<file path="src/hw/pbd_pkg.sv">
// Behaviour
// - Each instruction byte: high nibble is function code, low nibble is data.
// - Operands below sixteen need one byte and no prefix.
// - Each positive prefix adds one more four-bit operand group.
// - A leading negative prefix yields a sign-extended 32-bit operand.
// - Function codes 0 to F map to the sixteen primary operations.
// - Operate uses the accumulated operand to pick a secondary operation.
// - Unknown operation codes are flagged illegal and trapped if enabled.
// - Nominal counts assume two-cycle internal memory without contention.
// - Jump 7, call 8, branch_if_zero 1 or 7, prefixes 0 cycles.
// - Divide and remainder take data-dependent cycle counts within ranges.
// - Stall while a needed stack value awaits the previous final read.
// - At most two memory operations outstanding; a third waits (only STNL stalls here; LDNL, LDL and STL do not).
// - Data memory operations yield to fetch and subsystem memory use (only STNL stalls on mem_other_busy here).
// - After a control-flow change wait for the fetch unit to refill.
// - Cycle counts hold only when the instruction completes without trap.
// - E, L, S, O tags mark fault, read-watch, write-watch, overflow traps.
// - A, I, D, T tags mark abortable, interruptible, deschedule, timeslice.
// - Queue register saves for high and low priority take three cycles.
// - High-priority queue front and back pointer stores take one cycle.
// - Low-priority queue front and back pointer stores take one cycle.
// - Push of free_ram_base takes a single cycle.
package pbd_pkg;

  // ****************************************************************
  // Instruction format.
  // ****************************************************************
  localparam int unsigned PBD_FN_MSB  = 7;
  localparam int unsigned PBD_FN_LSB  = 4;
  localparam int unsigned PBD_DAT_MSB = 3;
  localparam int unsigned PBD_NIB_W   = 4;
  localparam logic [31:0] PBD_OPND_RST = 32'h0000_0000;

  // ****************************************************************
  // Primary function codes.
  // ****************************************************************
  typedef enum logic [3:0] {
    PBD_FN_JUMP    = 4'h0,
    PBD_FN_LDLP    = 4'h1,
    PBD_FN_PFIX    = 4'h2,
    PBD_FN_LDNL    = 4'h3,
    PBD_FN_LDC     = 4'h4,
    PBD_FN_LDNLP   = 4'h5,
    PBD_FN_NFIX    = 4'h6,
    PBD_FN_LDL     = 4'h7,
    PBD_FN_ADC     = 4'h8,
    PBD_FN_CALL    = 4'h9,
    PBD_FN_BRZ     = 4'ha,
    PBD_FN_AJW     = 4'hb,
    PBD_FN_EQC     = 4'hc,
    PBD_FN_STL     = 4'hd,
    PBD_FN_STNL    = 4'he,
    PBD_FN_OPERATE = 4'hf
  } pbd_fn_t;

  // ****************************************************************
  // Secondary operation codes (operand value after prefixing).
  // ****************************************************************
  localparam logic [31:0] PBD_OP_TESTPRANAL = 32'h0000_002a;
  localparam logic [31:0] PBD_OP_SAVEH      = 32'h0000_003e;
  localparam logic [31:0] PBD_OP_SAVEL      = 32'h0000_003d;
  localparam logic [31:0] PBD_OP_STHF       = 32'h0000_0018;
  localparam logic [31:0] PBD_OP_STHB       = 32'h0000_0050;
  localparam logic [31:0] PBD_OP_STLF       = 32'h0000_001c;
  localparam logic [31:0] PBD_OP_STLB       = 32'h0000_0017;
  localparam logic [31:0] PBD_OP_STTIMER    = 32'h0000_0054;
  localparam logic [31:0] PBD_OP_DEVID      = 32'h0000_017c;
  localparam logic [31:0] PBD_OP_FREERAM    = 32'h0000_007e;
  localparam logic [31:0] PBD_OP_AND        = 32'h0000_0046;
  localparam logic [31:0] PBD_OP_OR         = 32'h0000_004b;
  localparam logic [31:0] PBD_OP_XOR        = 32'h0000_0033;
  localparam logic [31:0] PBD_OP_NOT        = 32'h0000_0032;
  localparam logic [31:0] PBD_OP_SHL        = 32'h0000_0041;
  localparam logic [31:0] PBD_OP_SHR        = 32'h0000_0040;
  localparam logic [31:0] PBD_OP_ADD        = 32'h0000_0005;
  localparam logic [31:0] PBD_OP_SUB        = 32'h0000_000c;
  localparam logic [31:0] PBD_OP_MUL        = 32'h0000_0053;
  localparam logic [31:0] PBD_OP_FMUL       = 32'h0000_0072;
  localparam logic [31:0] PBD_OP_DIV        = 32'h0000_002c;
  localparam logic [31:0] PBD_OP_REM        = 32'h0000_001f;
  localparam logic [31:0] PBD_OP_GT         = 32'h0000_0009;
  localparam logic [31:0] PBD_OP_GTU        = 32'h0000_005f;
  localparam logic [31:0] PBD_OP_DIFF       = 32'h0000_0004;
  localparam logic [31:0] PBD_OP_SUM        = 32'h0000_0052;
  localparam logic [31:0] PBD_OP_PROD       = 32'h0000_0008;
  localparam logic [31:0] PBD_OP_SATADD     = 32'h0000_0068;
  localparam logic [31:0] PBD_OP_SATSUB     = 32'h0000_0069;
  localparam logic [31:0] PBD_OP_SATMUL     = 32'h0000_006a;

  // ****************************************************************
  // Cycle counts and feature tags.
  // ****************************************************************
  localparam logic [5:0] PBD_CYC_ZERO  = 6'h00;
  localparam logic [5:0] PBD_CYC_ONE   = 6'h01;
  localparam logic [5:0] PBD_CYC_TWO   = 6'h02;
  localparam logic [5:0] PBD_CYC_THREE = 6'h03;
  localparam logic [5:0] PBD_CYC_FOUR  = 6'h04;
  localparam logic [5:0] PBD_CYC_FIVE  = 6'h05;
  localparam logic [5:0] PBD_CYC_JUMP  = 6'h07;
  localparam logic [5:0] PBD_CYC_CALL  = 6'h08;
  localparam logic [5:0] PBD_CYC_DMAX  = 6'h23;
  localparam logic [1:0] PBD_MEM_MAX   = 2'h2;

  // Feature tag bit positions: E L S O I A D T.
  localparam int unsigned PBD_TAG_E = 0;
  localparam int unsigned PBD_TAG_L = 1;
  localparam int unsigned PBD_TAG_S = 2;
  localparam int unsigned PBD_TAG_O = 3;
  localparam int unsigned PBD_TAG_I = 4;
  localparam int unsigned PBD_TAG_A = 5;
  localparam int unsigned PBD_TAG_D = 6;
  localparam int unsigned PBD_TAG_T = 7;
  localparam logic [7:0]  PBD_TAGS_NONE = 8'h00;
  localparam logic [7:0]  PBD_TAGS_AO   = 8'h28;
  localparam logic [7:0]  PBD_TAGS_A    = 8'h20;
  localparam logic [7:0]  PBD_TAGS_DT   = 8'hc0;
  localparam logic [7:0]  PBD_TAGS_O    = 8'h08;
  localparam logic [7:0]  PBD_TAGS_LS   = 8'h06;

  // Illegal-instruction error code handed to the trap logic; value arbitrary.
  localparam logic [3:0] PBD_ERR_ILLEGAL = 4'h1;

  // ****************************************************************
  // Execution states.
  // ****************************************************************
  typedef enum logic [1:0] {
    PBD_ST_IDLE = 2'b00,
    PBD_ST_EXEC = 2'b01,
    PBD_ST_REFL = 2'b10
  } pbd_state_t;

endpackage

</file>
<file path="src/hw/pbd_decoder.sv">
`timescale 1ns/10ps
// Byte-wide instruction decoder: prefixes, primary and secondary dispatch,
// illegal-code trapping and nominal cycle accounting with memory stalls.
module pbd_decoder
  import pbd_pkg::*;
(
  // Clock and reset.
  input  wire logic         core_clk,
  input  wire logic         rstn,
  // Instruction fetch unit.
  input  wire logic         fetch_valid,
  input  wire logic [7:0]   fetch_byte,
  output logic              fetch_ready,
  output logic              flow_change,
  input  wire logic         fetch_refilled,
  // Memory interface state.
  input  wire logic         mem_issue,
  input  wire logic         mem_done,
  input  wire logic         mem_other_busy,
  input  wire logic         read_data_pending,
  // Operation data from the execution side.
  input  wire logic         branch_zero,
  input  wire logic [5:0]   var_cycles,
  input  wire logic         trap_enabled,
  input  wire logic         trap_raised,
  // Dispatch to the register stack and execution units.
  output logic              dispatch,
  output pbd_pkg::pbd_fn_t  prim_fn,
  output logic              secondary,
  output logic [31:0]       operand_out,
  output logic [7:0]        feature_tags,
  output logic              busy,
  output logic              done,
  output logic              free_ram_push,
  // Trap handler.
  output logic              illegal,
  output logic [3:0]        err_code
);
  import pbd_pkg::*;

  // ****************************************************************
  // Local declarations.
  // ****************************************************************
  pbd_state_t  state_reg;
  pbd_state_t  state_next;
  logic        take;
  logic [31:0] operand;
  logic        is_prefix;
  pbd_fn_t     fn;
  logic        legal;
  logic [5:0]  cycles;
  logic [7:0]  tags;
  logic        jumps;
  logic        mem_use;
  logic        mem_use_reg;
  logic [1:0]  outstanding_reg;
  logic        mem_stall;
  logic        ctr_last;
  logic        flow_reg;

  // Secondary code lookup: legal flag, nominal cycles, feature tags.
  function automatic logic [14:0] sec_lookup(input logic [31:0] op, input logic [5:0] vc);
    logic [14:0] r;
    r = {1'b0, PBD_CYC_ONE, PBD_TAGS_NONE};
    case (op)
      PBD_OP_SAVEH, PBD_OP_SAVEL:      r = {1'b1, PBD_CYC_THREE, PBD_TAGS_NONE};
      PBD_OP_STHF, PBD_OP_STHB:        r = {1'b1, PBD_CYC_ONE, PBD_TAGS_NONE};
      PBD_OP_STLF, PBD_OP_STLB:        r = {1'b1, PBD_CYC_ONE, PBD_TAGS_NONE};
      PBD_OP_FREERAM:                  r = {1'b1, PBD_CYC_ONE, PBD_TAGS_NONE};
      PBD_OP_TESTPRANAL, PBD_OP_DEVID: r = {1'b1, PBD_CYC_ONE, PBD_TAGS_NONE};
      PBD_OP_STTIMER:                  r = {1'b1, PBD_CYC_TWO, PBD_TAGS_NONE};
      PBD_OP_AND, PBD_OP_OR, PBD_OP_XOR, PBD_OP_NOT,
      PBD_OP_SHL, PBD_OP_SHR, PBD_OP_DIFF, PBD_OP_SUM:
                                       r = {1'b1, PBD_CYC_ONE, PBD_TAGS_NONE};
      PBD_OP_ADD, PBD_OP_SUB:          r = {1'b1, PBD_CYC_TWO, PBD_TAGS_AO};
      PBD_OP_MUL:                      r = {1'b1, PBD_CYC_THREE, PBD_TAGS_AO};
      PBD_OP_FMUL:                     r = {1'b1, PBD_CYC_FIVE, PBD_TAGS_AO};
      PBD_OP_GT, PBD_OP_GTU:           r = {1'b1, PBD_CYC_TWO, PBD_TAGS_A};
      PBD_OP_PROD:                     r = {1'b1, PBD_CYC_THREE, PBD_TAGS_A};
      PBD_OP_SATADD, PBD_OP_SATSUB:    r = {1'b1, PBD_CYC_TWO, PBD_TAGS_A};
      PBD_OP_SATMUL:                   r = {1'b1, PBD_CYC_FOUR, PBD_TAGS_A};
      // Divide and remainder length is supplied by the divider, clamped to range.
      PBD_OP_DIV, PBD_OP_REM: begin
        r = {1'b1, (vc > PBD_CYC_DMAX) ? PBD_CYC_DMAX :
                   (vc < PBD_CYC_THREE) ? PBD_CYC_THREE : vc, PBD_TAGS_AO};
      end
      default:                         r = {1'b0, PBD_CYC_ONE, PBD_TAGS_NONE};
    endcase
    return r;
  endfunction

  // ****************************************************************
  // Operand accumulation and counting.
  // ****************************************************************
  pbd_opnd u_opnd (
    .core_clk   (core_clk),
    .rstn       (rstn),
    .take       (take),
    .instr_byte (fetch_byte),
    .operand    (operand),
    .is_prefix  (is_prefix)
  );

  pbd_cycctr u_cycctr (
    .core_clk (core_clk),
    .rstn     (rstn),
    .load     (take),
    .count    (cycles),
    .hold     (mem_stall),
    .last     (ctr_last)
  );

  // A byte is accepted only when idle; stall term blocks dependent reads.
  assign fetch_ready = (state_reg == PBD_ST_IDLE) && !read_data_pending;
  assign take        = fetch_valid && fetch_ready;
  assign fn          = pbd_fn_t'(fetch_byte[PBD_FN_MSB:PBD_FN_LSB]);

  // Primary dispatch: legal flag, cycles, tags and flow change per byte.
  always_comb begin
    logic [14:0] s;
    s       = sec_lookup(operand, var_cycles);
    legal   = 1'b1;
    cycles  = PBD_CYC_ONE;
    tags    = PBD_TAGS_NONE;
    jumps   = 1'b0;
    mem_use = 1'b0;
    case (fn)
      PBD_FN_JUMP: begin
        cycles = PBD_CYC_JUMP;
        tags   = PBD_TAGS_DT;
        jumps  = 1'b1;
      end
      PBD_FN_CALL: begin
        cycles = PBD_CYC_CALL;
        jumps  = 1'b1;
      end
      PBD_FN_BRZ: begin
        cycles = branch_zero ? PBD_CYC_JUMP : PBD_CYC_ONE;
        jumps  = branch_zero;
      end
      PBD_FN_PFIX, PBD_FN_NFIX: cycles = PBD_CYC_ZERO;
      PBD_FN_ADC: begin
        cycles = PBD_CYC_TWO;
        tags   = PBD_TAGS_O;
      end
      PBD_FN_AJW:  cycles = PBD_CYC_TWO;
      // Plain loads and stores carry no trap tags of their own.
      PBD_FN_STNL: begin
        cycles  = PBD_CYC_TWO;
        mem_use = 1'b1;
      end
      PBD_FN_LDNL, PBD_FN_LDL, PBD_FN_STL: mem_use = 1'b1;
      PBD_FN_OPERATE: begin
        legal  = s[14];
        cycles = s[13:8];
        tags   = s[7:0];
      end
      default: cycles = PBD_CYC_ONE;
    endcase
  end

  // ****************************************************************
  // Memory tracking and stalls.
  // ****************************************************************
  // Two operations may be in flight; a third or contended access stalls only the two-cycle STNL, as one-cycle loads and stores never reach EXEC.
  always_ff @(posedge core_clk or negedge rstn) begin
    if (!rstn) begin
      outstanding_reg <= 2'h0;
    end else if (mem_issue && !mem_done) begin
      outstanding_reg <= outstanding_reg + 2'h1;
    end else if (mem_done && !mem_issue && outstanding_reg != 2'h0) begin
      outstanding_reg <= outstanding_reg - 2'h1;
    end
  end

  assign mem_stall = (state_reg == PBD_ST_EXEC) && mem_use_reg &&
                     ((outstanding_reg == PBD_MEM_MAX) || mem_other_busy);

  // Memory use of the running instruction, kept for the stall test.
  always_ff @(posedge core_clk or negedge rstn) begin
    if (!rstn) begin
      mem_use_reg <= 1'b0;
    end else if (take) begin
      mem_use_reg <= mem_use;
    end
  end

  // ****************************************************************
  // Sequencing.
  // ****************************************************************
  // Traps end the instruction early, so nominal counts no longer apply.
  always_comb begin
    state_next = state_reg;
    case (state_reg)
      PBD_ST_IDLE: begin
        if (take && !is_prefix && legal && cycles != PBD_CYC_ONE) begin
          state_next = PBD_ST_EXEC;
        end else if (take && jumps) begin
          state_next = PBD_ST_REFL;
        end
      end
      PBD_ST_EXEC: begin
        if (trap_raised) begin
          state_next = PBD_ST_IDLE;
        end else if (ctr_last) begin
          state_next = flow_reg ? PBD_ST_REFL : PBD_ST_IDLE;
        end
      end
      PBD_ST_REFL: begin
        if (fetch_refilled) begin
          state_next = PBD_ST_IDLE;
        end
      end
      default: state_next = PBD_ST_IDLE;
    endcase
  end

  always_ff @(posedge core_clk or negedge rstn) begin
    if (!rstn) begin
      state_reg <= PBD_ST_IDLE;
    end else begin
      state_reg <= state_next;
    end
  end

  // Remember whether the running instruction changes control flow.
  always_ff @(posedge core_clk or negedge rstn) begin
    if (!rstn) begin
      flow_reg <= 1'b0;
    end else if (take) begin
      flow_reg <= jumps;
    end
  end

  assign flow_change = (state_reg == PBD_ST_REFL);
  assign busy        = (state_reg != PBD_ST_IDLE);
  assign done        = ((state_reg == PBD_ST_EXEC) && ctr_last && !trap_raised) ||
                       ((state_reg == PBD_ST_IDLE) && take && !is_prefix && legal &&
                        cycles == PBD_CYC_ONE);

  // ****************************************************************
  // Registered dispatch outputs.
  // ****************************************************************
  always_ff @(posedge core_clk or negedge rstn) begin
    if (!rstn) begin
      dispatch      <= 1'b0;
      prim_fn       <= PBD_FN_JUMP;
      secondary     <= 1'b0;
      operand_out   <= PBD_OPND_RST;
      feature_tags  <= PBD_TAGS_NONE;
      free_ram_push <= 1'b0;
    end else begin
      dispatch      <= take && !is_prefix && legal;
      free_ram_push <= take && fn == PBD_FN_OPERATE && operand == PBD_OP_FREERAM;
      if (take && !is_prefix) begin
        prim_fn      <= fn;
        secondary    <= (fn == PBD_FN_OPERATE);
        operand_out  <= operand;
        feature_tags <= tags;
      end
    end
  end

  // Illegal codes pulse only when the trap handler can take them.
  always_ff @(posedge core_clk or negedge rstn) begin
    if (!rstn) begin
      illegal  <= 1'b0;
      err_code <= 4'h0;
    end else begin
      illegal  <= take && !legal && trap_enabled;
      err_code <= (take && !legal && trap_enabled) ? PBD_ERR_ILLEGAL : 4'h0;
    end
  end

endmodule

</file>
<file path="src/hw/pbd_opnd.sv">
`timescale 1ns/10ps
// Operand accumulator for prefixed instructions.
module pbd_opnd
  import pbd_pkg::*;
(
  // Clock and reset.
  input  wire logic        core_clk,
  input  wire logic        rstn,
  // Byte accepted this cycle.
  input  wire logic        take,
  input  wire logic [7:0]  instr_byte,
  // Operand seen by the instruction that takes this byte.
  output logic      [31:0] operand,
  output logic             is_prefix
);
  import pbd_pkg::*;

  logic [31:0] opnd_reg;
  logic [3:0]  fn;

  // Nibble merge happens combinationally so the final byte sees it at once.
  assign fn        = instr_byte[PBD_FN_MSB:PBD_FN_LSB];
  assign operand   = opnd_reg | {28'h0000000, instr_byte[PBD_DAT_MSB:0]};
  assign is_prefix = (fn == PBD_FN_PFIX) || (fn == PBD_FN_NFIX);

  // Prefix shifts, negative prefix inverts first; anything else clears.
  always_ff @(posedge core_clk or negedge rstn) begin
    if (!rstn) begin
      opnd_reg <= PBD_OPND_RST;
    end else if (take) begin
      if (fn == PBD_FN_PFIX) begin
        opnd_reg <= operand << PBD_NIB_W;
      end else if (fn == PBD_FN_NFIX) begin
        opnd_reg <= (~operand) << PBD_NIB_W;
      end else begin
        opnd_reg <= PBD_OPND_RST;
      end
    end
  end

endmodule

</file>
<file path="src/hw/pbd_cycctr.sv">
`timescale 1ns/10ps
// Down-counter that holds an instruction busy for its nominal cycles.
module pbd_cycctr
  import pbd_pkg::*;
(
  // Clock and reset.
  input  wire logic       core_clk,
  input  wire logic       rstn,
  // Load a new count; hold freezes counting during stalls.
  input  wire logic       load,
  input  wire logic [5:0] count,
  input  wire logic       hold,
  // Count has reached its last cycle.
  output logic            last
);
  import pbd_pkg::*;

  logic [5:0] cnt_reg;

  // The take cycle is the first of the count, so one less is loaded and one marks the last cycle.
  always_ff @(posedge core_clk or negedge rstn) begin
    if (!rstn) begin
      cnt_reg <= PBD_CYC_ZERO;
    end else if (load) begin
      cnt_reg <= (count > PBD_CYC_ZERO) ? count - PBD_CYC_ONE : PBD_CYC_ZERO;
    end else if (!hold && cnt_reg != PBD_CYC_ZERO) begin
      cnt_reg <= cnt_reg - PBD_CYC_ONE;
    end
  end

  assign last = (cnt_reg == PBD_CYC_ONE) && !hold;

endmodule

</file>
<file path="config.mk">
export PLATFORM = sky130hd
export DESIGN_NAME = pbd_decoder
export DESIGN_NICKNAME = d
export VERILOG_FILES = /design/src/hw/pbd_pkg.sv /design/src/hw/pbd_decoder.sv /design/src/hw/pbd_opnd.sv /design/src/hw/pbd_cycctr.sv
export SDC_FILE = /design/constraint.sdc
export NUM_CORES = 1
export LEC_CHECK = 0
export BUFFER_PORTS_ARGS = -buffer_cell sky130_fd_sc_hd__buf_4
export CORE_UTILIZATION = 31
export CTS_CLUSTER_DIAMETER = 40
export DETAILED_ROUTE_END_ITERATION = 7
export SYNTH_ARGS = -nofsm -noshare
export SYNTH_HDL_FRONTEND = slang
export SYNTH_HIERARCHICAL = 1
export SYNTH_SLANG_ARGS = --single-unit
</file>
<file path="constraint.sdc">
create_clock -name core_clk -period 3 [get_ports core_clk]
set_input_delay 0.15 -clock core_clk [delete_from_list [all_inputs] [get_ports core_clk]]
set_output_delay 0.15 -clock core_clk [all_outputs]
set_load 0.05 [all_outputs]
</file>
==> out/qor.yml, run 1 <==
result_of_the_run: "complete, but fails checks"
violations: "negative hold slack"
synth_enable_flop_cells: 0
synth.area.mux_share_pct: 0.6187
place_area_mm2: 0.005549
critical_path.reg2reg.endpoint: "u_cycctr/cnt_reg[4]"
hold-worst-slack_ns: -0.02199
antenna_found_initial: 0
power_density_mw_per_mm2: 647.9
slowest_library_cell_on_the_worst_path: "or4b_1"
post-place-ws_ns: 0.007672
instances_no_fill: 817
clockRootBuffer: "clkbuf_16"
drc: 0
fin_skew_ns: 0.005510
nNetsFinal: 632
synthDominantCellAreaShare_pct: 42.79
groute.usage.overall_pct: 15.35
initial_drc_count: 287
placed_wire_length_estimate_um: 8351
fp.dieArea_mm2: 0.01616
max_slew.worst_pin.slew_ns: 1.063
clk_pin_slew_ns: 0.06
fp.dieW_um: 127.1
finalInstanceArea_mm2: 0.005933
h_tree_depth: 3
postLayoutSetupSlackWorst_ns: 0.1811
max-vdd-ir-drop_mv: 0.3158
dpl.cell_count: 798
synth_ff_type: "dfrtp_1"
path_cells: "buf_4 -> or4b_1 -> nor2_1 -> a31oi_1 -> o211ai_1 -> o21ai_2 -> a21oi_2 -> a21o_1 -> buf_4"
count_of_yosys_warnings_during_synthesis: 6
sequential_cell_area_mm2: 0.002081
achievable_clock_frequency_ghz: 0.3547
core_area_mm2: 0.01526
slew_headroom_pct: 29.14
start_util_pct: 31.81
synth.cell_area_mm2: 0.004853
finalCritPeriodShare_pct: 93.96
synth_top_family_by_area: "simple AND/OR/NAND/NOR gates"
floorplan.die.height_um: 127.1
fp-row-count: 45
post_route_cells_drive_above_1_share_pct: 25.41
worst_skew_pair.late_latency_ns: 0.34
drt_pass1_iterations: 4
synth.top_cells.by_area: "dfrtp_1 43%, nand2_1 9.4%, xnor2_1 6.3%, o22ai_2 5.4%, inv_1 3.3%"
ys_top_cells_by_count: "121 x nand2_1, 83 x dfrtp_1, 43 x inv_1"
critical_path_required_ns: 2.85
grt_start_max_net_pins: 84
seq_area_frac_synth_pct: 42.79
post_synth_fa_ha_maj_area_fraction_pct: 1.289
clock_sink_count: 83
critPathArrivalTime_ns: 2.67
synth.most_common_cell: "nand2_1"
cpMostUsedCell: "buf_4"
yosys.area_share.xor_xnor_pct: 6.857
hold_bufs_inserted_after_cts: 0
first_global_vias: 3794
multiInputGateArea_mm2: 0.002419
ant_nets: 0
count_of_maximum_capacitance_violations: 0
area_growth_syn_to_layout_pct: 22.25
critPathMaxFanout: 8
crit_path_end_kind: "primary output"
synth.avg_cell_area_um2: 9.021
asyncSetResetFlopFracSynth_pct: 100.0
cts_tree: "yes"
crit_start_category: "flip-flop"
worstHoldPathType: "input port to asynchronous set/reset pin"
buffers_added_on_ports: 73
leakage_power_of_the_design_nw: 2.706
finalHoldViolations: 5
largest_register_ff_count: 32
top_cell_type_by_total_area_after_synthesis: "dfrtp_1"
setup_slack_reg_to_reg_ns: 0.19
crit-reg2reg-launch: "u_opnd/opnd_reg[4]"
antenna_cells_inserted: 0
synth_compound_area_share_pct: 15.67
routedWlPerCell_um: 14.52
globalRouteOverflowTotal: 0
design_power_total_mw: 3.844
grt_pass1_wl_um: 19570
setup_viol: 0
critical_path.max_stage_delay_ns: 0.54
ff2ff_path_depth: 11
period_needed_ns: 2.819
post_synth_inst_count: 538
synth_cell_types: 67
cts_buffers: 9
place.gp.congestion: 0.8369
yosys.area_share.simple_pct: 23.46
flops_latches_synth: 83
floorplan.io_pins: 81
number_of_vias_in_the_routed_layout: 3909
vias_per_cell: 4.785
cts_max_path_bufs: 2
layout.filler_cells: 1526
path_class: "flip-flop to primary output"
finalMaxSlewViolations: 0
routed_wirelength_um: 11860
[worst max-delay path, delay by kind of cell, from the launching register on]
| kind | cells | cell delay [ns] |
|---|---|---|
| AND/OR/NAND/NOR | 2 | 0.65 |
| flip-flops | 1 | 0.47 |
| buffers and inverters | 2 | 0.39 |
| AO/OA/AOI/OAI | 5 | 0.82 |
[cells in the final DEF, fill, tap and decap left out, drive strengths merged, types with 4 or more instances in the layout]
| master | instances |
|---|---|
| nand2 | 121 |
| nor4b | 5 |
| nor3 | 9 |
| nand4 | 8 |
| inv | 43 |
| dfrtp | 83 |
| nor4 | 10 |
| ha | 5 |
| o21a | 4 |
| o21ai | 14 |
| nor2b | 5 |
| o22ai | 31 |
| clkbuf | 11 |
| nor3b | 7 |
| nor2 | 22 |
| xnor2 | 35 |
| or2 | 4 |
| o211ai | 4 |
| buf | 93 |
| conb | 7 |
| o31ai | 4 |
| nand3 | 7 |
| nand2b | 6 |
| a31oi | 5 |
| a21oi | 8 |
[logic make-up after synthesis]
kind of cell             after synthesis
AO/OA/AOI/OAI                         92
AND/OR/NAND/NOR                      227
flip-flops                            83
other                                  1
XOR/XNOR                              38
adder cells (fa/ha/maj)                5
multiplexers                           3
buffers and inverters                 89
[per-layer routing]
metal / vias to the layer above / track usage, % / share of wire, %
li1: 1939 / - / -
met1: 1866 / 21.64 / 50
met2: 95 / 23.27 / 45
met3: 9 / 3.099 / 4.0
met4: 0 / 5.602 / 1.3
met5: - / 0 / 0
[stage by stage]
stage / util [%] / TNS, ns / hold slack (ns)
after floorplan: - / 0 / -0.1456
after global placement: 36.37 / 0 / 0.3975
after detailed placement: 36.37 / 0 / 0.3961
after CTS: 38.45 / 0 / 0.03607
after global routing: 38.88 / -0.01127 / 0.06263
final: 38.88 / 0 / -0.02199
[report_power, final]
part | switching [mW] | leakage, nW | total (mW) | internal, mW
clock network | 0.443 | 0.140 | 1.09 | 0.642
registers | 0.165 | 1.11 | 1.46 | 1.30
logic | 0.816 | 1.45 | 1.30 | 0.480
total | 1.42 | 2.71 | 3.84 | 2.42
[worst max-delay path by stage]
stage               depth (start not counted)             endpoint                start  slack, ns
detailed placement                         12  u_cycctr/cnt_reg[4]  u_opnd/opnd_reg[27]      0.008
CTS                                         9                 done   u_opnd/opnd_reg[7]     0.0003
global placement                           12  u_cycctr/cnt_reg[4]   u_opnd/opnd_reg[9]       0.11
global route                                9                 done   u_opnd/opnd_reg[4]      -0.01
floorplan                                   8                 done         state_reg[0]       0.05
finish                                      9                 done   u_opnd/opnd_reg[4]       0.18
[repair_timing]
action / in CTS / in global routing
pin swaps: 0 / 4
gates resized for setup: 6 / 10
endpoints found under the setup margin: 2 / 6
setup buffers: 0 / 4
cloned: 0 / 0
[area by class of cell]
class	instances	share of cell area, %
Timing Repair Buffer	93	12.19
Tap cell	211	4.450
Clock buffer	11	3.922
Inverter	43	2.720
Multi-Input combinational cell	372	40.76
Sequential cell	83	35.07
Clock inverter	4	0.8857
Note: power is estimated with default switching activity, not from simulation.
==> run 2, diff against run 1 <==
CORE_UTILIZATION = 35   (was 31)
REMOVE_ABC_BUFFERS = 1   (was not set)
==> out/qor.yml, run 2 (synthesized netlist as in run 1, its figures left out) <==
start_util_pct: 36.22  # was 31.81%
antenna_cells_inserted: 0  # unchanged
layout.filler_cells: 1315  # was 1,526
initial_drc_count: 335  # was 287
setup_viol: 0  # unchanged
result_of_the_run: "completed"  # was complete, but fails checks
finalMaxSlewViolations: 0  # unchanged
max-vdd-ir-drop_mv: 0.2711  # was 0.3158 mV
finalInstanceArea_mm2: 0.005837  # was 0.005933 mm2
antenna_found_initial: 0  # unchanged
grt_start_max_net_pins: 84  # unchanged
groute.usage.overall_pct: 17.17  # was 15.35%
floorplan.die.height_um: 119.8  # was 127.1 um
core_area_mm2: 0.01340  # was 0.01526 mm2
post_route_cells_drive_above_1_share_pct: 25.79  # was 25.41%
area_growth_syn_to_layout_pct: 20.26  # was 22.25%
achievable_clock_frequency_ghz: 0.3434  # was 0.3547 GHz
post-place-ws_ns: 0.02123  # was 0.007672 ns
routedWlPerCell_um: 15.24  # was 14.52 um
worst_skew_pair.late_latency_ns: 0.34  # about the same
fin_skew_ns: 0.008894  # was 0.005510 ns
hold-worst-slack_ns: 0.01153  # was -0.02199 ns
max_slew.worst_pin.slew_ns: 1.077  # was 1.063 ns
cpMostUsedCell: "buf_4"  # unchanged
vias_per_cell: 5.109  # was 4.785
count_of_maximum_capacitance_violations: 0  # unchanged
fp.dieArea_mm2: 0.01434  # was 0.01616 mm2
slowest_library_cell_on_the_worst_path: "dfrtp_2"  # was or4b_1
finalCritPeriodShare_pct: 97.05  # was 93.96%
h_tree_depth: 3  # unchanged
clockRootBuffer: "clkbuf_16"  # unchanged
design_power_total_mw: 3.769  # was 3.844 mW
most_common_cell_after_layout_fill_and_taps_aside: "nand2_1"  # unchanged
buffers_added_on_ports: 73  # unchanged
slew_headroom_pct: 28.23  # was 29.14%
floorplan.io_pins: 81  # unchanged
placed_wire_length_estimate_um: 8067  # was 8351 um
grt_pass1_wl_um: 19560  # was 19,570 um
finalHoldViolations: 0  # was 5
layout_common_cells: "121 x nand2_1, 92 x buf_4, 80 x dfrtp_1"  # was 121 x nand2_1, 91 x buf_4, 80 x dfrtp_1
power_density_mw_per_mm2: 645.8  # was 647.9 mW/mm2
critPathMaxFanout: 6  # was 8
number_of_vias_in_the_routed_layout: 3990  # was 3,909
critPathArrivalTime_ns: 2.76  # was 2.67 ns
ant_nets: 0  # unchanged
globalRouteOverflowTotal: 0  # unchanged
path_cells: "clkbuf_2 -> and4b_1 -> o2111a_1 -> o21a_1 -> o31ai_1 -> a31oi_1 -> buf_4 -> a211oi_2 -> a21o_1 -> buf_4"  # was buf_4 -> or4b_1 -> nor2_1 -> a31oi_1 -> o211ai_1 -> o21ai_2 -> a21oi_2 -> a21o_1 -> buf_4
fp.dieW_um: 119.8  # was 127.1 um
routed_wirelength_um: 11900  # was 11,860 um
place_area_mm2: 0.005468  # was 0.005549 mm2
place.gp.congestion: 0.8182  # was 0.8369
postLayoutSetupSlackWorst_ns: 0.08836  # was 0.1811 ns
clk_pin_slew_ns: 0.06  # about the same
fp-row-count: 42  # was 45
largest_register_ff_count: 32  # unchanged
period_needed_ns: 2.912  # was 2.819 ns
leakage_power_of_the_design_nw: 2.681  # was 2.706 nW
nNetsFinal: 632  # unchanged
cts_buffers: 9  # unchanged
first_global_vias: 3900  # was 3,794
ff2ff_path_depth: 12  # was 11
clock_sink_count: 83  # unchanged
cts_max_path_bufs: 2  # unchanged
drc: 0  # unchanged
crit_path_end_kind: "primary output"  # unchanged
utilization_pct: 43.56  # was 38.88%
crit_start_category: "flip-flop"  # unchanged
cts_tree: "yes"  # unchanged
worstHoldPathType: "input port to asynchronous set/reset pin"  # unchanged
critical_path.max_stage_delay_ns: 0.45  # was 0.54 ns
path_class: "flip-flop to primary output"  # unchanged
critical_path_required_ns: 2.85  # about the same
drt_pass1_iterations: 4  # unchanged
==> run 2: timing repair <==
action,4_1_cts,5_1_grt
hold endpoints to repair,0,0
buffers inserted,0,6
hold buffers,0,0
gates resized for setup,2,15
endpoints found under the setup margin,2,7
pin swaps,0,4
==> run 2: layer usage <==
| layer | vias to the layer above | wire length, um | part of all wire [%] | track usage, % |
|---|---|---|---|---|
| met4 | 0 | 157 | 1.3 | 5.859 |
| met3 | 13 | 488 | 4.1 | 2.614 |
| met5 | - | 0 | 0 | 0 |
| li1 | 1941 | - | - | - |
| met1 | 1934 | 5644 | 47 | 24.01 |
| met2 | 102 | 5609 | 47 | 27.06 |
==> run 2: final timing paths <==
kind                               startpoint                  end  slack, ns
min in group core_clk            trap_enabled          err_code[0]       0.05
max reg2reg                u_opnd/opnd_reg[7]  u_cycctr/cnt_reg[4]       0.19
max                        u_opnd/opnd_reg[4]                 done       0.09
min                                      rstn           prim_fn[2]       0.01
min reg2reg                   operand_out[30]      operand_out[30]       0.47
max in group asynchronous                rstn   u_opnd/opnd_reg[5]       2.26
==> run 2: worst max-delay path, delay by kind of cell (launching register included) <==
family | cells | cell delay [ns]
buffers and inverters | 3 | 0.54
and+or+nand+nor | 1 | 0.20
AOI/OAI and AO/OA | 6 | 1.22
DFF | 1 | 0.45
==> run 2: cell type report <==
class | instances | area (um2) | share of cell area (%)
sequential | 83 | 2081 | 35.65
clock buffer | 10 | 229.0 | 3.923
clock inverter | 4 | 28.78 | 0.4930
multi-input combinational | 372 | 2421 | 41.48
inverter | 43 | 161.4 | 2.765
timing repair buffer | 93 | 695.7 | 11.92
tap | 176 | 220.2 | 3.773
==> run 2: report_power, final <==
group / switching, mW / leakage [nW] / total (mW) / internal, mW
registers: 0.168 / 1.11 / 1.46 / 1.30
clock network: 0.450 / 0.121 / 1.00 / 0.553
logic: 0.820 / 1.45 / 1.30 / 0.482
==> run 2: metrics by stage <==
| stage | setup TNS [ns] | cells |
|---|---|---|
| 2_1_floorplan | -88.70 | 498 |
| 3_3_place_gp | 0 | 761 |
| 3_5_place_dp | 0 | 761 |
| 4_1_cts | -0.01476 | 775 |
| 5_1_grt | -0.05430 | 781 |
| 6_report | 0 | 781 |
==> run 3, diff against run 2 <==
SETUP_SLACK_MARGIN = 0.1   (was not set)
==> out/qor.yml, run 3 (synthesized netlist as in run 1, its figures left out) <==
fp.dieW_um: 119.8  # unchanged
post-place-ws_ns: 0.02123  # unchanged
met1_length_um: 5611  # was 5644 um
path_cells: "clkbuf_2 -> and4b_1 -> o2111a_1 -> o21a_1 -> o31ai_1 -> a31oi_1 -> buf_4 -> a211oi_2 -> a21o_1 -> buf_4"  # unchanged
path_class: "flip-flop to primary output"  # unchanged
layout.filler_cells: 1314  # was 1,315
dpl.cell_count: 761  # unchanged
post_route_cells_drive_above_1_share_pct: 27.68  # was 25.79%
cts_buffers: 9  # unchanged
vias_per_cell: 5.112  # was 5.109
setup_slack_reg_to_reg_ns: 0.23  # was 0.19 ns
worst_skew_pair.late_latency_ns: 0.34  # about the same
critPathArrivalTime_ns: 2.77  # was 2.76 ns
slowest_library_cell_on_the_worst_path: "dfrtp_2"  # unchanged
fin_skew_ns: 0.009680  # was 0.008894 ns
slew_headroom_pct: 28.40  # was 28.23%
crit_start_category: "flip-flop"  # unchanged
area_growth_syn_to_layout_pct: 21.45  # was 20.26%
drt_pass1_iterations: 4  # unchanged
worstHoldPathType: "input port to asynchronous set/reset pin"  # unchanged
crit_path_end_kind: "primary output"  # unchanged
hold-worst-slack_ns: 0.008166  # was 0.01153 ns
critical_path.max_stage_delay_ns: 0.44  # was 0.45 ns
fp.dieArea_mm2: 0.01434  # unchanged
critical_path.reg2reg.endpoint: "u_cycctr/cnt_reg[4]"  # unchanged
timing.critical_path.buf_inv: 3  # unchanged
cts_max_path_bufs: 2  # unchanged
leakage_power_of_the_design_nw: 2.694  # was 2.681 nW
grt_pass1_wl_um: 19570  # was 19,560 um
placed_wire_length_estimate_um: 8067  # unchanged
clock_sink_count: 83  # unchanged
floorplan.io_pins: 81  # unchanged
largest_register_ff_count: 32  # unchanged
number_of_vias_in_the_routed_layout: 4003  # was 3,990
cp_top_family: "compound AO/OA/AOI/OAI gates"  # unchanged
design_power_total_mw: 3.794  # was 3.769 mW
drc: 0  # unchanged
result_of_the_run: "completed"  # unchanged
power_density_mw_per_mm2: 643.6  # was 645.8 mW/mm2
cpMostUsedCell: "buf_4"  # unchanged
buffers_added_on_ports: 73  # unchanged
cts_tree: "yes"  # unchanged
finalHoldViolations: 0  # unchanged
crit-reg2reg-launch: "u_opnd/opnd_reg[4]"  # was u_opnd/opnd_reg[7]
max-vdd-ir-drop_mv: 0.2664  # was 0.2711 mV
floorplan.die.height_um: 119.8  # unchanged
ff2ff_path_depth: 11  # was 12
first_global_vias: 3914  # was 3,900
routed_wirelength_um: 11880  # was 11,900 um
ant_nets: 0  # unchanged
postLayoutSetupSlackWorst_ns: 0.07816  # was 0.08836 ns
layout_common_cells: "120 x nand2_1, 93 x buf_4, 78 x dfrtp_1"  # was 121 x nand2_1, 92 x buf_4, 80 x dfrtp_1
h_tree_depth: 3  # unchanged
initial_drc_count: 293  # was 335
max_slew.worst_pin.slew_ns: 1.074  # was 1.077 ns
finalCritPeriodShare_pct: 97.39  # was 97.05%
critPathMaxFanout: 6  # unchanged
grt_setup_unrepaired: "true"
dr.max_layer_used: "met4"  # unchanged
dr_wl_met2_um: 5606  # was 5609 um
setup_viol: 0  # unchanged
fp-row-count: 42  # unchanged
antenna_cells_inserted: 0  # unchanged
clockRootBuffer: "clkbuf_16"  # unchanged
most_common_cell_after_layout_fill_and_taps_aside: "nand2_1"  # unchanged
instances_no_fill: 783  # was 781
hold_bufs_inserted_after_cts: 0  # unchanged
wl_met3_um: 502  # was 488 um
period_needed_ns: 2.922  # was 2.912 ns
globalRouteOverflowTotal: 0  # unchanged
totalNegativeSetupSlack_ns: 0  # unchanged
nNetsFinal: 634  # was 632
routedWlPerCell_um: 15.17  # was 15.24 um
grt_start_max_net_pins: 84  # unchanged
achievable_clock_frequency_ghz: 0.3423  # was 0.3434 GHz
antenna_found_initial: 0  # unchanged
critical_path_required_ns: 2.85  # about the same
place.gp.congestion: 0.8182  # unchanged
finalMaxSlewViolations: 0  # unchanged
groute.usage.overall_pct: 17.15  # was 17.17%
start_util_pct: 36.22  # unchanged
clk_pin_slew_ns: 0.06  # about the same
count_of_maximum_capacitance_violations: 0  # unchanged
core_area_mm2: 0.01340  # unchanged
## run 3: where the power goes
part / total (mW) / switching (mW) / internal (mW)
Combinational: 1.32 / 0.826 / 0.499
Clock: 1.00 / 0.450 / 0.553
Sequential: 1.47 / 0.169 / 1.30
## run 3: routing by layer
layer	vias up	global-route usage (%)
met5	-	0
met4	0	5.859
met3	13	2.614
met2	105	27.28
met1	1939	23.77
li1	1946	-
## run 3: final cells by class
cell class	count	area [um2]	share of cell area, %
clock inverter	4	28.78	0.4882
tap	176	220.2	3.736
sequential	83	2083	35.34
inverter	43	161.4	2.738
timing repair buffer	95	714.4	12.12
clock buffer	10	229.0	3.885
multi-input combinational	372	2457	41.69
## run 3: what timing repair did
| item | CTS | global route |
|---|---|---|
| setup endpoints to repair | 5 | 7 |
| pin swaps | 2 | 14 |
| buffers inserted | 0 | 8 |
| gates resized for setup | 8 | 21 |
## run 3: worst max path at each step
stage               slack, ns  cells past startpoint                   to                start
floorplan               -1.63                      7                 done         state_reg[0]
finish                   0.08                     10                 done   u_opnd/opnd_reg[4]
global route            -0.01                      9                 done   u_opnd/opnd_reg[5]
CTS                      0.09                      9                 done   u_opnd/opnd_reg[5]
detailed placement       0.02                     12  u_cycctr/cnt_reg[4]  u_opnd/opnd_reg[27]
global placement         0.12                     12  u_cycctr/cnt_reg[4]  u_opnd/opnd_reg[27]
## run 3: stage by stage
step	utilization, %	cell area, um2
global placement	40.80	5468
floorplan	-	4589
CTS	42.95	5756
detailed placement	40.80	5468
finish	43.99	5894
global route	43.99	5894
